===== config.mk =====
export PLATFORM = sky130hd
export DESIGN_NAME = fcs_sweep_top
export DESIGN_NICKNAME = d
export VERILOG_FILES = /design/src/rtl/fcs_pkg.sv /design/src/rtl/fcs_ramp_counter.sv /design/src/rtl/fcs_update_timer.sv /design/src/rtl/fcs_sweep_top.sv
export VERILOG_INCLUDE_DIRS = /design/src /design/src/rtl
export SDC_FILE = /design/constraint.sdc
export NUM_CORES = 1
export LEC_CHECK = 0
export BUFFER_PORTS_ARGS = -buffer_cell sky130_fd_sc_hd__buf_2
export CORE_AREA = 2 2 391 238
export CTS_BUF_LIST = sky130_fd_sc_hd__clkbuf_4
export DETAILED_ROUTE_END_ITERATION = 16
export DIE_AREA = 0 0 393 240
export GPL_TIMING_DRIVEN = 0
export SYNTH_ARGS = -nofsm -noshare
export SYNTH_HDL_FRONTEND = slang
export SYNTH_SLANG_ARGS = --single-unit

===== constraint.sdc =====
create_clock -name core_clk -period 6.7 [get_ports core_clk]
set_input_delay 0.335 -clock core_clk [delete_from_list [all_inputs] [get_ports core_clk]]
set_output_delay 0.335 -clock core_clk [all_outputs]
set_load 0.01 [all_outputs]

===== src/rtl/fcs_defs.svh =====
// Register map, field positions and reset values of the chirp sweep engine
`ifndef FCS_DEFS_SVH
`define FCS_DEFS_SVH

// Byte addresses, first address of a word holds its most significant byte
`define FCS_START_LO   6'h04
`define FCS_START_N    6
`define FCS_STEP_LO    6'h10
`define FCS_STEP_N     6
`define FCS_TIMER_LO   6'h16
`define FCS_TIMER_N    4
`define FCS_DWELL_LO   6'h1A
`define FCS_DWELL_N    3
// Lowest dwell bit carried by the top dwell byte
`define FCS_DWELL_HI_LSB 16
`define FCS_CTRL       6'h1F
`define FCS_FACC_LO    6'h28
`define FCS_FACC_N     6

// Control register fields
`define FCS_CLR_FREQ   7
`define FCS_CLR_BOTH   6
`define FCS_MODE_HI    3
`define FCS_MODE_LO    1
`define FCS_MODE_CHIRP 3'h3
`define FCS_INT_UPD    0

// Reset values
`define FCS_CTRL_RST   8'h00
`define FCS_TIMER_RST  32'h0000_0040
`define FCS_DWELL_RST  20'h0_0001
`define FCS_WORD_RST   48'h0000_0000_0000

`endif


===== src/rtl/fcs_pkg.sv =====
// Types shared by the chirp sweep engine
package fcs_pkg;
    localparam int FCS_FW = 48;
    localparam int FCS_RW = 20;
    localparam int FCS_TW = 32;

    // Parallel register port, one beat per clock
    typedef struct packed {
        logic [5:0] addr;
        logic [7:0] wdata;
        logic       wr;
        logic       rd;
    } fcs_bus_s;

    // Sweep programming, held twice: buffer and active copy
    typedef struct packed {
        logic [FCS_FW-1:0] start;
        logic [FCS_FW-1:0] step;
        logic [FCS_TW-1:0] period;
        logic [FCS_RW-1:0] dwell;
        logic [7:0]        ctrl;
    } fcs_cfg_s;
endpackage


===== src/rtl/fcs_ramp_counter.sv =====
// Dwell down-counter that paces frequency steps
`timescale 1ns/1ps
`include "fcs_defs.svh"
module fcs_ramp_counter #(
    parameter int W = 20
) (
    // Clock and reset
    input  wire logic         core_clk,
    input  wire logic         resetn,
    // Control
    input  wire logic         freeze,
    input  wire logic [W-1:0] reload,
    // Step strobe
    output logic              tick
);
    logic [W-1:0] count_reg;

    // Reload only at zero, so a frozen run finishes its old count
    always_ff @(posedge core_clk) begin
        if (!resetn) begin
            count_reg <= `FCS_DWELL_RST;
        end else if (!freeze) begin
            if (count_reg == '0) count_reg <= reload;
            else count_reg <= count_reg - 1'b1;
        end
    end

    // One strobe per N+1 clocks
    always_ff @(posedge core_clk) begin
        if (!resetn) tick <= 1'b0;
        else tick <= !freeze && (count_reg == '0);
    end
endmodule


===== src/rtl/fcs_update_timer.sv =====
// Free-running register-update timer
`timescale 1ns/1ps
`include "fcs_defs.svh"
module fcs_update_timer #(
    parameter int W = 32
) (
    // Clock and reset
    input  wire logic         core_clk,
    input  wire logic         resetn,
    // Control
    input  wire logic         enable,
    input  wire logic [W-1:0] period,
    // Update strobe
    output logic              fire
);
    logic [W-1:0] count_reg;

    // Parked at the period while disabled, fires every period+1 clocks
    always_ff @(posedge core_clk) begin
        if (!resetn) begin
            count_reg <= `FCS_TIMER_RST;
            fire      <= 1'b0;
        end else if (!enable) begin
            count_reg <= period;
            fire      <= 1'b0;
        end else if (count_reg == '0) begin
            count_reg <= period;
            fire      <= 1'b1;
        end else begin
            count_reg <= count_reg - 1'b1;
            fire      <= 1'b0;
        end
    end
endmodule


===== src/rtl/fcs_sweep_top.sv =====
// FM chirp frequency-sweep engine with register port and accumulators
//
// Function
// - Start tuning word, 48 bits, at byte addresses 04 to 09.
// - Signed 48-bit step word at byte addresses 10 to 15.
// - 20-bit dwell count at byte addresses 1A to 1C sets step time.
// - Written values act only after a register-update strobe.
// - Step word MSB set sweeps down, clear sweeps up.
// - No end limit; the sweep wraps on forever until stopped.
// - Clear-frequency bit zeroes the frequency accumulator for one clock.
// - That clear leaves the stored step word untouched.
// - Bit left high clears again on every update strobe.
// - Clear-both bit holds frequency and phase accumulators at zero.
// - Registers stay writable while clear-both is high.
// - Hold input freezes the dwell counter, in chirp mode only.
// - After hold, old count finishes before a new dwell loads.
// - Internal 32-bit timer may issue update strobes.
// - A zero step word holds the present frequency.
// - Dwell counter strobes once per N+1 clocks.
// - In chirp mode, each strobe adds the step word into the frequency accumulator.
`timescale 1ns/1ps
`include "fcs_defs.svh"
module fcs_sweep_top #(
    parameter int FW = 48,
    parameter int RW = 20,
    parameter int TW = 32
) (
    // Clock and reset
    input  wire logic             core_clk,
    input  wire logic             resetn,
    // Parallel register port
    input  wire fcs_pkg::fcs_bus_s reg_bus,
    output logic [7:0]            rd_data,
    // Pins from the host
    input  wire logic             io_update,
    input  wire logic             sweep_hold,
    // Synthesis datapath
    output logic [FW-1:0]         freq_accumulator,
    output logic [FW-1:0]         tuning_word,
    output logic [FW-1:0]         phase_accumulator
);
    import fcs_pkg::*;

    ////////////////////////////////////////////////////////////////
    // Declarations

    fcs_cfg_s      buf_reg;
    fcs_cfg_s      act_reg;
    logic          upd_pin_prev_reg;
    logic          upd_pin_edge;
    logic          timer_fire;
    logic          upd_fire;
    logic          upd_late_reg;
    logic          clr_pulse;
    logic          clr_both;
    logic          chirp_mode;
    logic          freeze;
    logic          ramp_tick;
    logic [7:0]    rd_data_next;

    ////////////////////////////////////////////////////////////////
    // Register port, writes land in the buffer copy

    // Big-endian bytes; any write is taken, clear-both or not
    always_ff @(posedge core_clk) begin
        if (!resetn) begin
            buf_reg.start  <= `FCS_WORD_RST;
            buf_reg.step   <= `FCS_WORD_RST;
            buf_reg.period <= `FCS_TIMER_RST;
            buf_reg.dwell  <= `FCS_DWELL_RST;
            buf_reg.ctrl   <= `FCS_CTRL_RST;
        end else if (reg_bus.wr) begin
            for (int k = 0; k < `FCS_START_N; k++) begin
                if (reg_bus.addr == 6'(`FCS_START_LO + k)) begin
                    buf_reg.start[(`FCS_START_N-1-k)*8 +: 8] <= reg_bus.wdata;
                end
            end
            for (int k = 0; k < `FCS_STEP_N; k++) begin
                if (reg_bus.addr == 6'(`FCS_STEP_LO + k)) begin
                    buf_reg.step[(`FCS_STEP_N-1-k)*8 +: 8] <= reg_bus.wdata;
                end
            end
            for (int k = 0; k < `FCS_TIMER_N; k++) begin
                if (reg_bus.addr == 6'(`FCS_TIMER_LO + k)) begin
                    buf_reg.period[(`FCS_TIMER_N-1-k)*8 +: 8] <= reg_bus.wdata;
                end
            end
            // Top byte of the dwell count carries only four bits
            for (int k = 1; k < `FCS_DWELL_N; k++) begin
                if (reg_bus.addr == 6'(`FCS_DWELL_LO + k)) begin
                    buf_reg.dwell[(`FCS_DWELL_N-1-k)*8 +: 8] <= reg_bus.wdata;
                end
            end
            if (reg_bus.addr == `FCS_DWELL_LO) begin
                buf_reg.dwell[RW-1:`FCS_DWELL_HI_LSB] <= reg_bus.wdata[RW-1-`FCS_DWELL_HI_LSB:0];
            end
            if (reg_bus.addr == `FCS_CTRL) begin
                buf_reg.ctrl <= reg_bus.wdata;
            end
        end
    end

    // Read mux: buffer bytes, plus a live view of the accumulator
    always_comb begin
        rd_data_next = 8'h00;
        for (int k = 0; k < `FCS_START_N; k++) begin
            if (reg_bus.addr == 6'(`FCS_START_LO + k)) begin
                rd_data_next = buf_reg.start[(`FCS_START_N-1-k)*8 +: 8];
            end
        end
        for (int k = 0; k < `FCS_STEP_N; k++) begin
            if (reg_bus.addr == 6'(`FCS_STEP_LO + k)) begin
                rd_data_next = buf_reg.step[(`FCS_STEP_N-1-k)*8 +: 8];
            end
        end
        for (int k = 0; k < `FCS_TIMER_N; k++) begin
            if (reg_bus.addr == 6'(`FCS_TIMER_LO + k)) begin
                rd_data_next = buf_reg.period[(`FCS_TIMER_N-1-k)*8 +: 8];
            end
        end
        for (int k = 1; k < `FCS_DWELL_N; k++) begin
            if (reg_bus.addr == 6'(`FCS_DWELL_LO + k)) begin
                rd_data_next = buf_reg.dwell[(`FCS_DWELL_N-1-k)*8 +: 8];
            end
        end
        if (reg_bus.addr == `FCS_DWELL_LO) begin
            rd_data_next = 8'(buf_reg.dwell[RW-1:`FCS_DWELL_HI_LSB]);
        end
        if (reg_bus.addr == `FCS_CTRL) begin
            rd_data_next = buf_reg.ctrl;
        end
        for (int k = 0; k < `FCS_FACC_N; k++) begin
            if (reg_bus.addr == 6'(`FCS_FACC_LO + k)) begin
                rd_data_next = freq_accumulator[(`FCS_FACC_N-1-k)*8 +: 8];
            end
        end
    end

    // Read data is registered; unmapped bytes answer zero
    always_ff @(posedge core_clk) begin
        if (!resetn) rd_data <= 8'h00;
        else if (reg_bus.rd) rd_data <= rd_data_next;
    end

    ////////////////////////////////////////////////////////////////
    // Update strobes: pin edge or internal timer

    // Pin is synchronous, so a plain edge detect is enough
    always_ff @(posedge core_clk) begin
        if (!resetn) upd_pin_prev_reg <= 1'b0;
        else upd_pin_prev_reg <= io_update;
    end

    assign upd_pin_edge = io_update && !upd_pin_prev_reg;

    fcs_update_timer #(
        .W      (TW)
    ) u_timer (
        .core_clk (core_clk),
        .resetn   (resetn),
        .enable   (act_reg.ctrl[`FCS_INT_UPD]),
        .period   (act_reg.period),
        .fire     (timer_fire)
    );

    assign upd_fire = upd_pin_edge || timer_fire;

    // Buffer moves to the active copy only on an update
    always_ff @(posedge core_clk) begin
        if (!resetn) begin
            act_reg.start  <= `FCS_WORD_RST;
            act_reg.step   <= `FCS_WORD_RST;
            act_reg.period <= `FCS_TIMER_RST;
            act_reg.dwell  <= `FCS_DWELL_RST;
            act_reg.ctrl   <= `FCS_CTRL_RST;
        end else if (upd_fire) begin
            act_reg <= buf_reg;
        end
    end

    // Delayed strobe, so the one-shot sees the freshly loaded bit
    always_ff @(posedge core_clk) begin
        if (!resetn) upd_late_reg <= 1'b0;
        else upd_late_reg <= upd_fire;
    end

    ////////////////////////////////////////////////////////////////
    // Control decode

    // One clock per update while the bit is active
    assign clr_pulse  = upd_late_reg && act_reg.ctrl[`FCS_CLR_FREQ];
    assign clr_both   = act_reg.ctrl[`FCS_CLR_BOTH];
    assign chirp_mode = act_reg.ctrl[`FCS_MODE_HI:`FCS_MODE_LO] == `FCS_MODE_CHIRP;
    // Hold pin has no effect outside chirp mode
    assign freeze     = sweep_hold && chirp_mode;

    ////////////////////////////////////////////////////////////////
    // Dwell counter

    fcs_ramp_counter #(
        .W      (RW)
    ) u_ramp (
        .core_clk (core_clk),
        .resetn   (resetn),
        .freeze   (freeze),
        .reload   (act_reg.dwell),
        .tick     (ramp_tick)
    );

    ////////////////////////////////////////////////////////////////
    // Frequency accumulator

    // Signed step added as plain modulo sum, so MSB sets direction
    // and nothing stops the sweep at an edge
    always_ff @(posedge core_clk) begin
        if (!resetn) begin
            freq_accumulator <= `FCS_WORD_RST;
        end else if (clr_both) begin
            freq_accumulator <= `FCS_WORD_RST;
        end else if (clr_pulse) begin
            freq_accumulator <= `FCS_WORD_RST;
        end else if (ramp_tick && chirp_mode) begin
            // Zero step leaves the frequency where it is
            freq_accumulator <= freq_accumulator + act_reg.step;
        end
    end

    ////////////////////////////////////////////////////////////////
    // Tuning word and phase accumulator

    // Wraps at 2^48 by width; one clock of latency
    always_ff @(posedge core_clk) begin
        if (!resetn) tuning_word <= `FCS_WORD_RST;
        else tuning_word <= act_reg.start + freq_accumulator;
    end

    // Held at zero gives a 0 Hz output
    always_ff @(posedge core_clk) begin
        if (!resetn) phase_accumulator <= `FCS_WORD_RST;
        else if (clr_both) phase_accumulator <= `FCS_WORD_RST;
        else phase_accumulator <= phase_accumulator + tuning_word;
    end
endmodule


==> impl_metrics.json <==
{
  "relSlewSlack_pct": -3.37,
  "finalMaxSlewViolations": 11,
  "synthSimpleGateAreaFrac_pct": 22.3,
  "ir_drop_v": 0.000140,
  "die_w_um": 393,
  "drtIter0Drc": 3727,
  "port_buffers": 158,
  "grt_overflow": 0,
  "dpl.hpwl_um": 93800,
  "setup_violations": 0,
  "synthAdderAreaFrac_pct": 6.92,
  "wl_per_cell_um": 23.8,
  "tightest_slew_ns": 1.55,
  "largest_register_ffs": 156,
  "coreArea_um2": 90900,
  "via_per_inst": 5.53,
  "fp.dieH_um": 240,
  "synth_top_cell_area_share_pct": 38.3,
  "place_area_um2": 29400,
  "clkTransAtPathRegs_ns": 0.08,
  "drtAntennaViolNets": 0,
  "synth.mux.area_fraction_pct": 3.02,
  "p_leak_nw": 12.6,
  "grtUsageMet1_pct": 39.6,
  "fmax_ghz": 0.232,
  "grt_usage_pct": 24.7,
  "hold_viol": 0,
  "cts.sinks": 518,
  "synth-seq-cells": 518,
  "nets": 3890,
  "grt.busiest_layer": "met1",
  "final.min_clock_period_ns": 4.31,
  "fin_total_pwr_w": 0.00676,
  "critPathRequiredTime_ns": 7.63,
  "std_cell_rows": 86,
  "grt_use_met2_pct": 28.4,
  "ys_seq_area_share_pct": 38.3,
  "grt_max_degree": 17,
  "synth_compound_area_share_pct": 22.0,
  "yosys_warnings": 0,
  "yosysTopAreaCell": "dfxtp_1",
  "syn_to_final_growth_pct": 15.3,
  "drc": 0,
  "path_class": "reg -> reg",
  "synth_top_family_by_area": "simple AND/OR/NAND/NOR gates",
  "start_util_pct": 29.8,
  "grt_pass1_wl_um": 170000,
  "syn_inst": 3417,
  "regToRegStartpoint": "freq_accumulator[13]",
  "clk_latency_ns": 1.04,
  "yosys-top-cells-area": "dfxtp_1 38%, nand2_1 8.6%, a21oi_1 7.9%",
  "dieArea_um2": 94300,
  "cts.repair.resized": 0,
  "cp-start-kind": "register",
  "ys.flop_type": "dfxtp_1",
  "synth_xor_area_share_pct": 3.88,
  "cp-end-kind": "register",
  "critPathArrivalTime_ns": 5.23,
  "rsz0062_at_grt": "no",
  "status": "finished with violations",
  "synthesis.nets": 3585,
  "rrSetupSlack_ns": 2.39,
  "hold_depth": 3,
  "synth_edf_count": 0,
  "io_pins": 172,
  "drive_gt1_share_pct": 11.2,
  "min_from": "reg_bus[3]",
  "cts_made_buffers": 132,
  "async_flop_share_pct": 0,
  "gp_congestion": 1.04,
  "r2r_cells": 11,
  "synth_area_per_cell_um2": 7.93,
  "period_share_pct": 64.3,
  "whs_endpoint": "buf_reg[37]",
  "final_area_um2": 31200,
  "nFillCells": 9687,
  "crit_fanout": 5,
  "tritoncts": "done",
  "ys_types": 92,
  "p_per_area_nw_per_um2": 216,
  "tns_ns": 0,
  "cts-root-buf": "clkbuf_4",
  "finClkSkew_ns": 0.0597,
  "violations": "max-capacitance violations, max-slew violations",
  "gr-usage-met3_pct": 10.8,
  "grt_pass1_vias": 24200,
  "drv_cap": 1,
  "cts_buffer_depth": 3,
  "routed_wl_um": 121000,
  "antenna_found_initial": 13,
  "syn_area_um2": 27100,
  "htreeDepth": 4,
  "hold_path.class": "in -> reg",
  "num_vias": 28000,
  "drt-pass1-iter-count": 6,
  "reg2reg_to": "freq_accumulator[44]"
}
## per-stage QoR
step	setup slack [ns]	util, %	std cells	hold slack, ns
global route	2.25	34.3	5065	0.0262
CTS	2.58	34.3	5055	0.00701
global placement	2.10	32.3	4807	0.439
finish	2.39	34.3	5066	0.0994
floorplan	3.66	-	3417	0.418
detailed placement	2.19	32.4	4808	0.444
## cells by family (layout without fill, tap and decap cells)
group / count (synthesis) / count (layout)
fa+ha+maj: 148 / 148
xor+xnor: 120 / 120
simple gates: 1351 / 1351
buf+inv: 261 / 667
flops: 518 / 518
other cells: 0 / 11
mux: 72 / 72
compound gates: 947 / 947
## worst max-delay path, stage by stage (launching register included)
cell,delay (ns)
dfxtp_1,0.60
ha_1,0.36
a21o_1,0.20
a2111oi_2,0.60
nand2_1,0.10
o21ai_1,0.49
o21ai_0,0.29
o21ai_1,0.54
o21ai_0,0.35
a31oi_1,0.37
nor3_1,0.08
a211o_1,0.24
## per-layer routing
| layer | vias to the layer above | wire length (µm) |
|---|---|---|
| met2 | 1542 | 41500 |
| li1 | 12800 | - |
| met1 | 13500 | 59400 |
| met5 | - | 41 |
| met4 | 6 | 1990 |
| met3 | 147 | 17700 |
## placed cells by master (no fill, tap or decap), types with 18 or more instances in the layout
master and n:
nor3_1 61, ha_1 145, a31oi_1 31, o21a_1 34, nand2b_1 22, clkinv_1 38, inv_1 55, a22oi_1 18
o21ai_0 114, a221oi_1 25, xor2_1 59, dfxtp_1 518, nor2b_1 18, a211oi_1 67, nor2_1 289, or2_2 21
clkbuf_4 175, clkbuf_1 182, and2_1 23, xnor2_1 61, and3_1 18, mux2i_1 57, o21bai_1 20, nand3_1 172
a21o_1 71, nand2_1 622, a21oi_1 430, buf_2 162
## layout make-up
class	instances	area (µm²)	area share, %
Clock inverter	60	342	1.09
Antenna cell	11	27.5	0.0881
Buffer	204	772	2.47
Tap cell	1232	1540	4.94
Multi-Input combinational cell	2638	15700	50.4
Clock buffer	175	1310	4.21
Sequential cell	518	10400	33.2
Timing Repair Buffer	171	922	2.95
Inverter	57	214	0.685
## cell usage after synthesis (all sizes together), types with 8 or more instances
cell and instances:
o2111ai 8, a221oi 25, o21bai 20, o31ai 8, and3 18, a211o 9, nor4 20, nor2 292
a31oi 31, o21ai 125, nand2b 22, nor3 64, clkbuf 183, dfxtp 518, nand3b 8, mux2 8
and2 23, ha 145, a2111oi 12, a211oi 71, a21o 71, nor2b 18, nand4 17, nand3 173
a21oi 430, mux2i 57, or3 16, buf 21, nand2 623, a22oi 18, o21a 34, or2 23
xnor2 61, o211ai 15, inv 55, xor2 59
## worst max path at each step
stage	start	cells after the start	to	slack [ns]
after floorplan	tuning_word[0]	13	phase_accumulator[46]	3.66
after global placement	reg_bus[15]	12	rd_data[1]	2.10
after detailed placement	reg_bus[11]	11	rd_data[1]	2.19
after CTS	freq_accumulator[13]	11	freq_accumulator[44]	2.58
after global routing	freq_accumulator[13]	11	freq_accumulator[44]	2.25
final	freq_accumulator[13]	11	freq_accumulator[44]	2.39
## where the power goes
group / switching (W) / internal, W / leakage (nW)
clock network: 0.00153 / 0.00135 / 0.961
registers: 0.0000619 / 0.00313 / 4.18
logic: 0.000494 / 0.000196 / 7.49
total: 0.00208 / 0.00468 / 12.6
## repair_timing
action                                 in CTS  in global routing
setup buffers                               0                  0
hold buffers                               12                  0
endpoints found under the hold margin      86                  0
(Power assumes the default switching activity.)
